--- src/verilog/hbsc_pkg.sv ---
// hbsc_pkg: constants for the h-bridge spi control logic
// assumes a single 25 MHz clock and a 16-bit spi word
package hbsc_pkg;
  // spi word layout
  localparam int HBSC_WORD_W = 16;
  localparam int HBSC_WR_BIT = 15;
  localparam int HBSC_ADDR_LSB = 13;
  localparam int HBSC_ADDR_W = 2;
  localparam int HBSC_CNT_W = 4;
  // internal register addresses
  localparam logic [1:0] HBSC_ADDR_STATUS = 2'h0;
  localparam logic [1:0] HBSC_ADDR_CONFIG = 2'h1;
  localparam logic [1:0] HBSC_ADDR_MASK = 2'h2;
  // config register: slew select field
  localparam int HBSC_SLEW_LSB = 0;
  localparam int HBSC_SLEW_W = 3;
  localparam logic [2:0] HBSC_SLEW_RST = 3'h2;
  // fault status and mask fields
  localparam int HBSC_FAULT_LSB = 0;
  localparam int HBSC_FAULT_W = 8;
  localparam logic [7:0] HBSC_MASK_RST = 8'hFF;
  // timing
  localparam int HBSC_CLK_NS = 40;
  localparam int HBSC_DEAD_NS = 1000;
  localparam int HBSC_DEAD_CYC = (HBSC_DEAD_NS + HBSC_CLK_NS - 1) / HBSC_CLK_NS;
  localparam int HBSC_DEAD_W = 8;
  // half-bridge drive states, one-hot
  typedef enum logic [2:0]
  {
    HBSC_HB_OFF = 3'b001,
    HBSC_HB_HIGH = 3'b010,
    HBSC_HB_LOW = 3'b100
  } hbsc_hb_t;
endpackage

--- src/verilog/hbsc_control.sv ---
// hbsc_control: spi slave and pin logic of an h-bridge motor driver
// assumes all pins are asynchronous to clk and sclk runs far below clk
//
// Operation
// - wake low: all drivers off, sleep
// - wake high: bridge and interface run normally
// - standby high while wake high: drivers off, standby, not sleep
// - standby low does not inhibit outputs
// - never both switches of one half on
// - each direction input selects the high side (high) or the low side (low) of its half
// - direction change without shoot-through
// - slew follows last programmed slew setting
// - spi slave, daisy-chain on shared select
// - sample mosi falling, change miso rising
// - miso sends msb first
// - after the 16-bit read-back word, echo mosi
// - miso driven only while select low
// - mosi msb first, only while selected
// - select rise commits the shift register on a whole number of words
// - select fall loads previously addressed register
// - fault flag low for unmasked faults only
`timescale 1ns/1ps
module hbsc_control
  import hbsc_pkg::*;
#(
  parameter int FAULT_W = HBSC_FAULT_W,
  parameter int DEAD_CYC = HBSC_DEAD_CYC
)
(
  // clock and reset
  input wire logic clk,
  input wire logic rst_n,
  // mode pins
  input wire logic wake_input,
  input wire logic standby_request,
  // direction pins
  input wire logic direction_ctrl_a,
  input wire logic direction_ctrl_b,
  // spi pins
  input wire logic cs_n,
  input wire logic sclk,
  input wire logic mosi,
  output logic miso_o,
  output logic miso_oe,
  // fault sources from the power stage
  input wire logic [FAULT_W-1:0] fault_in,
  // open-drain fault flag
  output logic fault_flag_n_o,
  output logic fault_flag_n_oe,
  // gates of half_bridge_a
  output logic hs_a_on,
  output logic ls_a_on,
  // gates of half_bridge_b
  output logic hs_b_on,
  output logic ls_b_on,
  // mode and slew state
  output logic sleep_o,
  output logic standby_o,
  output logic [HBSC_SLEW_W-1:0] slew_sel_o
);
  ////////////////////////////////////////////////////////////////////////////
  // types and constants

  // all control state of this module
  typedef struct packed
  {
    logic sclk_d;
    logic cs_d;
    logic [HBSC_WORD_W-1:0] sr;
    logic [HBSC_CNT_W-1:0] cnt;
    logic full;
    logic [HBSC_ADDR_W-1:0] prev_addr;
    logic [HBSC_SLEW_W-1:0] slew;
    logic [FAULT_W-1:0] mask;
    logic miso;
    logic miso_oe;
    logic fault_lo;
    logic fault_oe;
    logic sleep;
    logic standby;
  } hbsc_top_st_t;

  // reset image: idle bus, asleep, default slew and mask
  localparam hbsc_top_st_t TOP_RST = '{
    sclk_d: 1'b0,
    cs_d: 1'b1,
    sr: '0,
    cnt: '0,
    full: 1'b0,
    prev_addr: HBSC_ADDR_STATUS,
    slew: HBSC_SLEW_RST,
    mask: FAULT_W'(HBSC_MASK_RST),
    miso: 1'b0,
    miso_oe: 1'b0,
    fault_lo: 1'b0,
    fault_oe: 1'b0,
    sleep: 1'b1,
    standby: 1'b0
  };

  // width of the synchronised pin bus
  localparam int PIN_W = 7 + FAULT_W;
  // pins idle: select high, everything else low
  localparam logic [PIN_W-1:0] PIN_RST = PIN_W'(7'h04) << FAULT_W;

  ////////////////////////////////////////////////////////////////////////////
  // declarations

  // registered state and its next value
  hbsc_top_st_t s_r;
  hbsc_top_st_t s_nxt;
  // synchronised pin bus
  logic [PIN_W-1:0] pin_q;
  // synchronised pins, split out
  logic wake_s;
  logic standby_s;
  logic dir_a_s;
  logic dir_b_s;
  logic cs_s;
  logic sclk_s;
  logic mosi_s;
  logic [FAULT_W-1:0] fault_s;
  // edges of the serial pins
  logic sclk_rise;
  logic sclk_fall;
  logic cs_fall;
  logic cs_rise;
  // bus accepted only while awake and selected
  logic active;
  // word read back from the addressed register
  logic [HBSC_WORD_W-1:0] rd_word;
  // fields of the committed word
  logic [HBSC_ADDR_W-1:0] cmd_addr;
  logic cmd_wr;
  // bridge may be driven
  logic bridge_en;
  // per half-bridge request and gates
  logic [1:0] dir_s;
  logic [1:0] hs_on;
  logic [1:0] ls_on;

  ////////////////////////////////////////////////////////////////////////////
  // pin synchronisers

  // every pin passes two flops before use
  hbsc_sync #(
    .W(PIN_W),
    .RST_VAL(PIN_RST)
  ) u_pin_sync (
    .clk(clk),
    .rst_n(rst_n),
    .d({wake_input, standby_request, direction_ctrl_a, direction_ctrl_b,
        cs_n, sclk, mosi, fault_in}),
    .q(pin_q)
  );

  // split the synchronised bus back into pins
  assign {wake_s, standby_s, dir_a_s, dir_b_s, cs_s, sclk_s, mosi_s,
          fault_s} = pin_q;

  ////////////////////////////////////////////////////////////////////////////
  // half-bridges

  // wake low overrides, standby high blocks
  assign bridge_en = wake_s && !standby_s;
  // each direction input drives its own half
  assign dir_s = {dir_b_s, dir_a_s};

  // one gate controller per half-bridge
  generate
    for (genvar i = 0; i < 2; i++)
    begin : g_half
      hbsc_half_bridge #(
        .DEAD_CYC(DEAD_CYC)
      ) u_half (
        .clk(clk),
        .rst_n(rst_n),
        .enable(bridge_en),
        .want_high(dir_s[i]),
        .high_on(hs_on[i]),
        .low_on(ls_on[i])
      );
    end
  endgenerate

  ////////////////////////////////////////////////////////////////////////////
  // edge detection and read-back

  // edges from the synchronised level and its delayed copy
  assign sclk_rise = sclk_s && !s_r.sclk_d;
  assign sclk_fall = !sclk_s && s_r.sclk_d;
  assign cs_fall = !cs_s && s_r.cs_d;
  assign cs_rise = cs_s && !s_r.cs_d;
  // interface runs only while awake
  assign active = wake_s && !cs_s;

  // fields of the word held in the shift register
  assign cmd_wr = s_r.sr[HBSC_WR_BIT];
  assign cmd_addr = s_r.sr[HBSC_ADDR_LSB +: HBSC_ADDR_W];

  // register selected by the previous transfer
  always_comb
  begin
    rd_word = '0;
    unique case (s_r.prev_addr)
      HBSC_ADDR_CONFIG:
        rd_word[HBSC_SLEW_LSB +: HBSC_SLEW_W] = s_r.slew;
      HBSC_ADDR_MASK:
        rd_word[HBSC_FAULT_LSB +: FAULT_W] = s_r.mask;
      // status and unused addresses show the live faults
      default:
        rd_word[HBSC_FAULT_LSB +: FAULT_W] = fault_s;
    endcase
  end

  ////////////////////////////////////////////////////////////////////////////
  // next-state logic

  always_comb
  begin
    s_nxt = s_r;
    // remember the pin levels for edge detection
    s_nxt.sclk_d = sclk_s;
    s_nxt.cs_d = cs_s;

    if (!wake_s)
    begin
      // asleep: frame state dropped, settings kept
      s_nxt.cnt = '0;
      s_nxt.full = 1'b0;
    end
    else if (cs_fall)
    begin
      // frame start: load the read-back word
      s_nxt.sr = rd_word;
      s_nxt.miso = rd_word[HBSC_WORD_W-1];
      s_nxt.cnt = '0;
      s_nxt.full = 1'b0;
    end
    else if (cs_rise)
    begin
      // frame end on a whole word: commit it
      if (s_r.full && s_r.cnt == '0)
      begin
        s_nxt.prev_addr = cmd_addr;
        if (cmd_wr)
        begin
          unique case (cmd_addr)
            // slew setting for the power stage
            HBSC_ADDR_CONFIG:
              s_nxt.slew = s_r.sr[HBSC_SLEW_LSB +: HBSC_SLEW_W];
            // fault mask
            HBSC_ADDR_MASK:
              s_nxt.mask = s_r.sr[HBSC_FAULT_LSB +: FAULT_W];
            // status is read only
            default:
              s_nxt.mask = s_r.mask;
          endcase
        end
      end
    end
    else if (active && sclk_rise)
    begin
      // present the next bit, msb first
      s_nxt.miso = s_r.sr[HBSC_WORD_W-1];
    end
    else if (active && sclk_fall)
    begin
      // sample mosi into the bottom, msb first
      // after 16 shifts the top holds echoed bits
      s_nxt.sr = {s_r.sr[HBSC_WORD_W-2:0], mosi_s};
      s_nxt.cnt = s_r.cnt + 1'b1;
      if (s_r.cnt == '1)
        s_nxt.full = 1'b1;
    end

    // miso driven only while selected and awake
    s_nxt.miso_oe = active;
    // flag pulled low by unmasked faults only
    s_nxt.fault_lo = 1'b0;
    s_nxt.fault_oe = |(fault_s & s_r.mask);
    // mode indication
    s_nxt.sleep = !wake_s;
    s_nxt.standby = wake_s && standby_s;
  end

  ////////////////////////////////////////////////////////////////////////////
  // state register

  always_ff @(posedge clk or negedge rst_n)
  begin
    if (!rst_n)
      s_r <= TOP_RST;
    else
      s_r <= s_nxt;
  end

  ////////////////////////////////////////////////////////////////////////////
  // outputs, all from flops

  // serial data out
  assign miso_o = s_r.miso;
  assign miso_oe = s_r.miso_oe;
  // open-drain fault flag
  assign fault_flag_n_o = s_r.fault_lo;
  assign fault_flag_n_oe = s_r.fault_oe;
  // gates from the half-bridge controllers
  assign hs_a_on = hs_on[0];
  assign ls_a_on = ls_on[0];
  assign hs_b_on = hs_on[1];
  assign ls_b_on = ls_on[1];
  // mode and slew
  assign sleep_o = s_r.sleep;
  assign standby_o = s_r.standby;
  assign slew_sel_o = s_r.slew;
endmodule

--- src/verilog/hbsc_sync.sv ---
// hbsc_sync: two-flop synchroniser for a bus of independent levels
// assumes each bit is a slow level or a clock far below clk
`timescale 1ns/1ps
module hbsc_sync
  import hbsc_pkg::*;
#(
  parameter int W = 1,
  parameter logic [W-1:0] RST_VAL = '0
)
(
  // clock and reset
  input wire logic clk,
  input wire logic rst_n,
  // asynchronous in, synchronous out
  input wire logic [W-1:0] d,
  output logic [W-1:0] q
);
  // both stages of the synchroniser
  typedef struct packed
  {
    logic [W-1:0] meta;
    logic [W-1:0] stable;
  } hbsc_sync_st_t;

  hbsc_sync_st_t s_r;
  hbsc_sync_st_t s_nxt;

  ////////////////////////////////////////////////////////////////////////////
  // first stage is read only by the second
  always_comb
  begin
    s_nxt.meta = d;
    s_nxt.stable = s_r.meta;
  end

  // register the stages
  always_ff @(posedge clk or negedge rst_n)
  begin
    if (!rst_n)
      s_r <= {RST_VAL, RST_VAL};
    else
      s_r <= s_nxt;
  end

  assign q = s_r.stable;
endmodule

--- src/verilog/hbsc_half_bridge.sv ---
// hbsc_half_bridge: gate control of one half-bridge with dead time
// assumes enable and want_high are synchronous to clk
`timescale 1ns/1ps
module hbsc_half_bridge
  import hbsc_pkg::*;
#(
  parameter int DEAD_CYC = HBSC_DEAD_CYC
)
(
  // clock and reset
  input wire logic clk,
  input wire logic rst_n,
  // requested drive
  input wire logic enable,
  input wire logic want_high,
  // switch gates
  output logic high_on,
  output logic low_on
);
  // drive state, dead-time counter and gate flops
  typedef struct packed
  {
    hbsc_hb_t drive;
    logic [HBSC_DEAD_W-1:0] dead;
    logic high;
    logic low;
  } hbsc_hb_st_t;

  localparam hbsc_hb_st_t HB_RST = '{HBSC_HB_OFF, '0, 1'b0, 1'b0};
  localparam logic [HBSC_DEAD_W-1:0] DEAD_LOAD = HBSC_DEAD_W'(DEAD_CYC);

  hbsc_hb_st_t s_r;
  hbsc_hb_st_t s_nxt;
  hbsc_hb_t target;

  ////////////////////////////////////////////////////////////////////////////
  // move toward the target, always through off plus dead time
  always_comb
  begin
    s_nxt = s_r;
    // disabled means both switches off
    target = !enable ? HBSC_HB_OFF : (want_high ? HBSC_HB_HIGH : HBSC_HB_LOW);
    if (s_r.drive != target && s_r.drive != HBSC_HB_OFF)
    begin
      // leave the old switch first, then wait
      s_nxt.drive = HBSC_HB_OFF;
      s_nxt.dead = DEAD_LOAD;
    end
    else if (s_r.drive == HBSC_HB_OFF)
    begin
      // count the dead time down before any turn-on
      if (s_r.dead != '0)
        s_nxt.dead = s_r.dead - 1'b1;
      else
        s_nxt.drive = target;
    end
    // gates follow the one-hot state, never both on
    s_nxt.high = (s_nxt.drive == HBSC_HB_HIGH);
    s_nxt.low = (s_nxt.drive == HBSC_HB_LOW);
  end

  // register the state
  always_ff @(posedge clk or negedge rst_n)
  begin
    if (!rst_n)
      s_r <= HB_RST;
    else
      s_r <= s_nxt;
  end

  assign high_on = s_r.high;
  assign low_on = s_r.low;
endmodule

--- config.mk ---
export PLATFORM = sky130hd
export DESIGN_NAME = hbsc_control
export DESIGN_NICKNAME = d
export VERILOG_FILES = /design/src/verilog/hbsc_pkg.sv /design/src/verilog/hbsc_control.sv /design/src/verilog/hbsc_sync.sv /design/src/verilog/hbsc_half_bridge.sv
export SDC_FILE = /design/constraint.sdc
export NUM_CORES = 1
export LEC_CHECK = 0
export BUFFER_PORTS_ARGS = -buffer_cell sky130_fd_sc_hd__buf_2
export CORE_UTILIZATION = 64
export DETAILED_ROUTE_END_ITERATION = 16
export HOLD_SLACK_MARGIN = 0.02
export PLACE_DENSITY = 0.84
export SLEW_MARGIN = 20
export SYNTH_ARGS = -nofsm -noshare
export SYNTH_HDL_FRONTEND = slang
export SYNTH_HIERARCHICAL = 1
export SYNTH_SLANG_ARGS = --single-unit
--- constraint.sdc ---
create_clock -name clk -period 3.78 [get_ports clk]
set_clock_uncertainty 0.1 [all_clocks]
set_input_delay 0.756 -clock clk [delete_from_list [all_inputs] [get_ports clk]]
set_output_delay 0.756 -clock clk [all_outputs]
set_load 0.02 [all_outputs]
==> out/qor.csv <==
stage;metric;value;unit
setup_path;delay of the slowest critical-path stage;0.59;ns
clock_network;post-CTS setup buffers;0;
placed_design;placed insts;428;
pwr;internal power;1.757;mW
layout;most frequent cells in the layout;82 x dfrtp_1, 27 x buf_2, 15 x inv_1, 15 x dfstp_2, 14 x a21oi_1;
setup_path;R2R cell count;4;
clock_network;Clk Latency, worst-skew pair;0.36;ns
sta;maximum clock frequency;432.8;MHz
global_route;first-pass GRT wire length;12.19;mm
setup_path;critical path data arrival time;2.50;ns
clock_network;Reg clk slew, reported paths;0.09;ns
pwr;LEAKAGE;2.002;nW
detailed_routing;DRT iter0 DRCs;187;
logic_synthesis;cell area after synthesis;0.004156;sq mm
sta;RSZ-0062 raised after global routing;no;
clock_network;clock root cell;clkbuf_8;
die;Ports;30;
clock_network;H-tree levels;3;
setup_path;CP required;3.97;ns
sta;Hold Vio Cnt, Final;0;
die;Core Rows;28;
clock_network;CTS Hold Buffers Added;0;
clock_network;Sink Count;97;
logic_synthesis;Area contributors post-synth;dfrtp_1 49%, dfstp_2 9.5%, mux2_2 3.5%;
global_route;Total GRT Usage;24.77;%
hold_path;Hold Path Cell Cnt;0;
setup_path;beginning of the critical path;g_half[0].u_half/s_r[10];
clock_network;clk buf depth;2;
clock_network;post-CTS sizing;0;
pwr;Flop pwr share;52.1;%
detailed_routing;WL met3;283;um
detailed_routing;antenna viol nets, final;0;
pwr;P per Cell Area;543.5;mW/mm^2
detailed_routing;Routed wire per std cell;16.73;um
global_route;GRT overflow;0;
setup_path;CP Cell Sequence;or3b_1 -> or4_4 -> or4_1 -> a21oi_1;
global_route;vias in the first global route;2550;
detailed_routing;vias;2805;
placed_design;GPL Wtd Cong;0.8492;
sta;Setup Total Neg Slack;0;ns
placed_design;HPWL Detailed;5.031;mm
logic_synthesis;FFs w/ async S/R, synth;100.0;%
die;die width;82.59;um
setup_path;Worst path slowest cell;dfstp_2;
sta;period utilisation layout;61.12;%
layout;Filler cells;405;
setup_path;critical path capture point type;flop;
pwr;highest ir drop seen on vdd;478.5;uV
die;Die Area;0.006821;sq mm
layout;non-filler cells, final;444;
pwr;Comb power frac;18.5;%
setup_path;Buf+Inv Stages, Crit Path;0;
flow_run;maximum capacitance violations;0;
logic_synthesis;Netlist cell types;57;
logic_synthesis;leading register cell type out of synthesis;dfrtp_1;
clock_network;Num CTS Buffers;9;
die;chip height;82.59;um
setup_path;CP delay by family, top;simple AND/OR/NAND/NOR gates;
setup_path;reg2reg end;g_half[0].u_half/s_r[9];
logic_synthesis;sequential share of the synthesized area;58.85;%
pwr;clock share of power;29.4;%
hold_path;hold path endpoint;u_pin_sync/q[5];
layout;layout cell share with drive strength beyond 1;23.04;%
detailed_routing;via/cell ratio;6.318;
logic_synthesis;Warnings, synthesis;6;
detailed_routing;total wire length;7.426;mm
clock_network;CTS tree;done;
logic_synthesis;Syn Nets;359;
logic_synthesis;number of enable flip-flop cells after synthesis;0;
setup_path;kind of critical path;reg -> reg;
logic_synthesis;Yosys reg bits;97;
sta;max-slew violation count;0;
placed_design;# port buffers;28;
detailed_routing;top sig layer;met4;
detailed_routing;total DRC errors in the routed layout;0;
die;Starting Density;68.19;%
pwr;Sw Share;29.19;%
setup_path;Worst setup SP type;flop;
layout;synth-to-layout area growth;9.874;%
hold_path;worst hold path class;reg -> reg;
die;core box area;0.006096;sq mm
detailed_routing;Metal-1 WL;3.412;mm
sta;# setup viols final;0;
layout;commonest non-fill, non-tap cell in the layout;dfrtp_1;
sta;relative slew slack;35.12;%
setup_path;CP max FO;9;
setup_path;Reg2Reg Launch Point;g_half[0].u_half/s_r[10];
hold_path;Hold Startpoint;u_pin_sync/s_nxt[5];
logic_synthesis;Syn Inst Count;336;
layout;Nets;387;
logic_synthesis;top cell type's share of synthesized area;49.37;%
logic_synthesis;mean post-synth cell area;12.37;sq um
status;status;finished clean;
layout;# diodes;0;
pwr;P_sw;724.5;uW
sta;Tmin final;2.310;ns
detailed_routing;DRT Pass-1 Iters;4;
sta;transition time of the tightest slew-check pin;0.9667;ns
logic_synthesis;largest area contributor in the synthesized netlist;dfrtp_1;
global_route;initial antenna violation count;0;
global_route;largest net degree at the start of global routing;70;
setup_path;reg2reg setup slack;1.47;ns
detailed_routing;metal2 WL;3.618;mm
[worst register-to-register path: stages, from the launching register on]
cell and delay, ns:
dfstp_2 0.59, or3b_1 0.48, or4_4 0.47, or4_1 0.44
a21oi_1 0.17
[through the flow]
stage	power [mW]	setup WS, ns	cell area (sq um)	utilization [%]	hold slack (ns)
2_1_floorplan	1.631	1.623	4156	-	0.2312
3_3_place_gp	1.738	1.593	4342	71.22	0.2329
3_5_place_dp	1.764	1.499	4342	71.22	0.2347
4_1_cts	2.498	1.499	4562	74.84	0.2533
5_1_grt	2.624	1.312	4567	74.92	0.2608
6_report	2.482	1.470	4567	74.92	0.2527
[state kept, by name, indices dropped and copies added, names as in the netlist]
register,flops
cmd_addr,2
g_half.u_half/low_on,2
u_pin_sync/q,15
miso_oe,1
g_half.u_half/high_on,2
standby_o,1
s_r,30
sleep_o,1
miso_o,1
slew_sel_o,3
cmd_wr,1
u_pin_sync/s_nxt,15
fault_flag_n_oe,1
g_half.u_half/s_r,22
[logic make-up after synthesis]
| kind of cell | after synthesis | synth area share (%) |
|---|---|---|
| other | 1 | 0.09022 |
| buffers and inverters | 30 | 3.221 |
| xor gates and xnor gates | 3 | 0.6323 |
| and+or+nand+nor | 103 | 17.22 |
| muxes | 13 | 3.522 |
| AOI/OAI and AO/OA | 83 | 14.66 |
| DFF | 97 | 58.85 |
| adders and majority gates | 6 | 1.806 |
[area by class of cell]
class | instances | area (sq um) | area share [%]
Clock buffer | 11 | 141.4 | 3.096
Timing Repair Buffer | 31 | 165.2 | 3.616
Sequential cell | 97 | 2446 | 53.56
Tap cell | 75 | 93.84 | 2.055
Inverter | 16 | 60.06 | 1.315
Clock inverter | 5 | 78.83 | 1.726
Multi-Input combinational cell | 209 | 1582 | 34.63
[cell usage after synthesis (7+ instances only)]
master    count
a22o_1        8
dfrtp_1      82
or4_1         7
a221oi_1      7
a21oi_1      14
nand2b_1     12
dfstp_2      15
o21ai_0      11
nor2_1        8
mux2_2       13
nand3b_1      7
nand3_1      11
inv_1        15
[power by group through the flow]
| stage | Clock, mW | Combinational, mW | Sequential, mW |
|---|---|---|---|
| 2_1_floorplan | 0 | 0.356 | 1.27 |
| 3_3_place_gp | 0 | 0.436 | 1.30 |
| 3_5_place_dp | 0 | 0.458 | 1.31 |
| 4_1_cts | 0.748 | 0.460 | 1.29 |
| 5_1_grt | 0.793 | 0.519 | 1.31 |
| 6_report | 0.729 | 0.459 | 1.29 |
[worst max path at each step]
stage	endpoint	slack, ns	cells past startpoint
2_1_floorplan	g_half[0].u_half/s_r[9]	1.62	5
3_3_place_gp	g_half[0].u_half/s_r[9]	1.59	4
3_5_place_dp	g_half[0].u_half/s_r[9]	1.50	4
4_1_cts	g_half[0].u_half/s_r[9]	1.50	4
5_1_grt	s_r[24]	1.31	4
6_report	g_half[0].u_half/s_r[9]	1.47	4
[layer usage]
layer | track usage [%] | vias to the layer above
met5 | 0 | -
met4 | 8.621 | 0
met3 | 7.582 | 12
met2 | 37.69 | 58
met1 | 33.93 | 1412
li1 | - | 1323
Note: power is estimated with default switching activity, not from simulation.
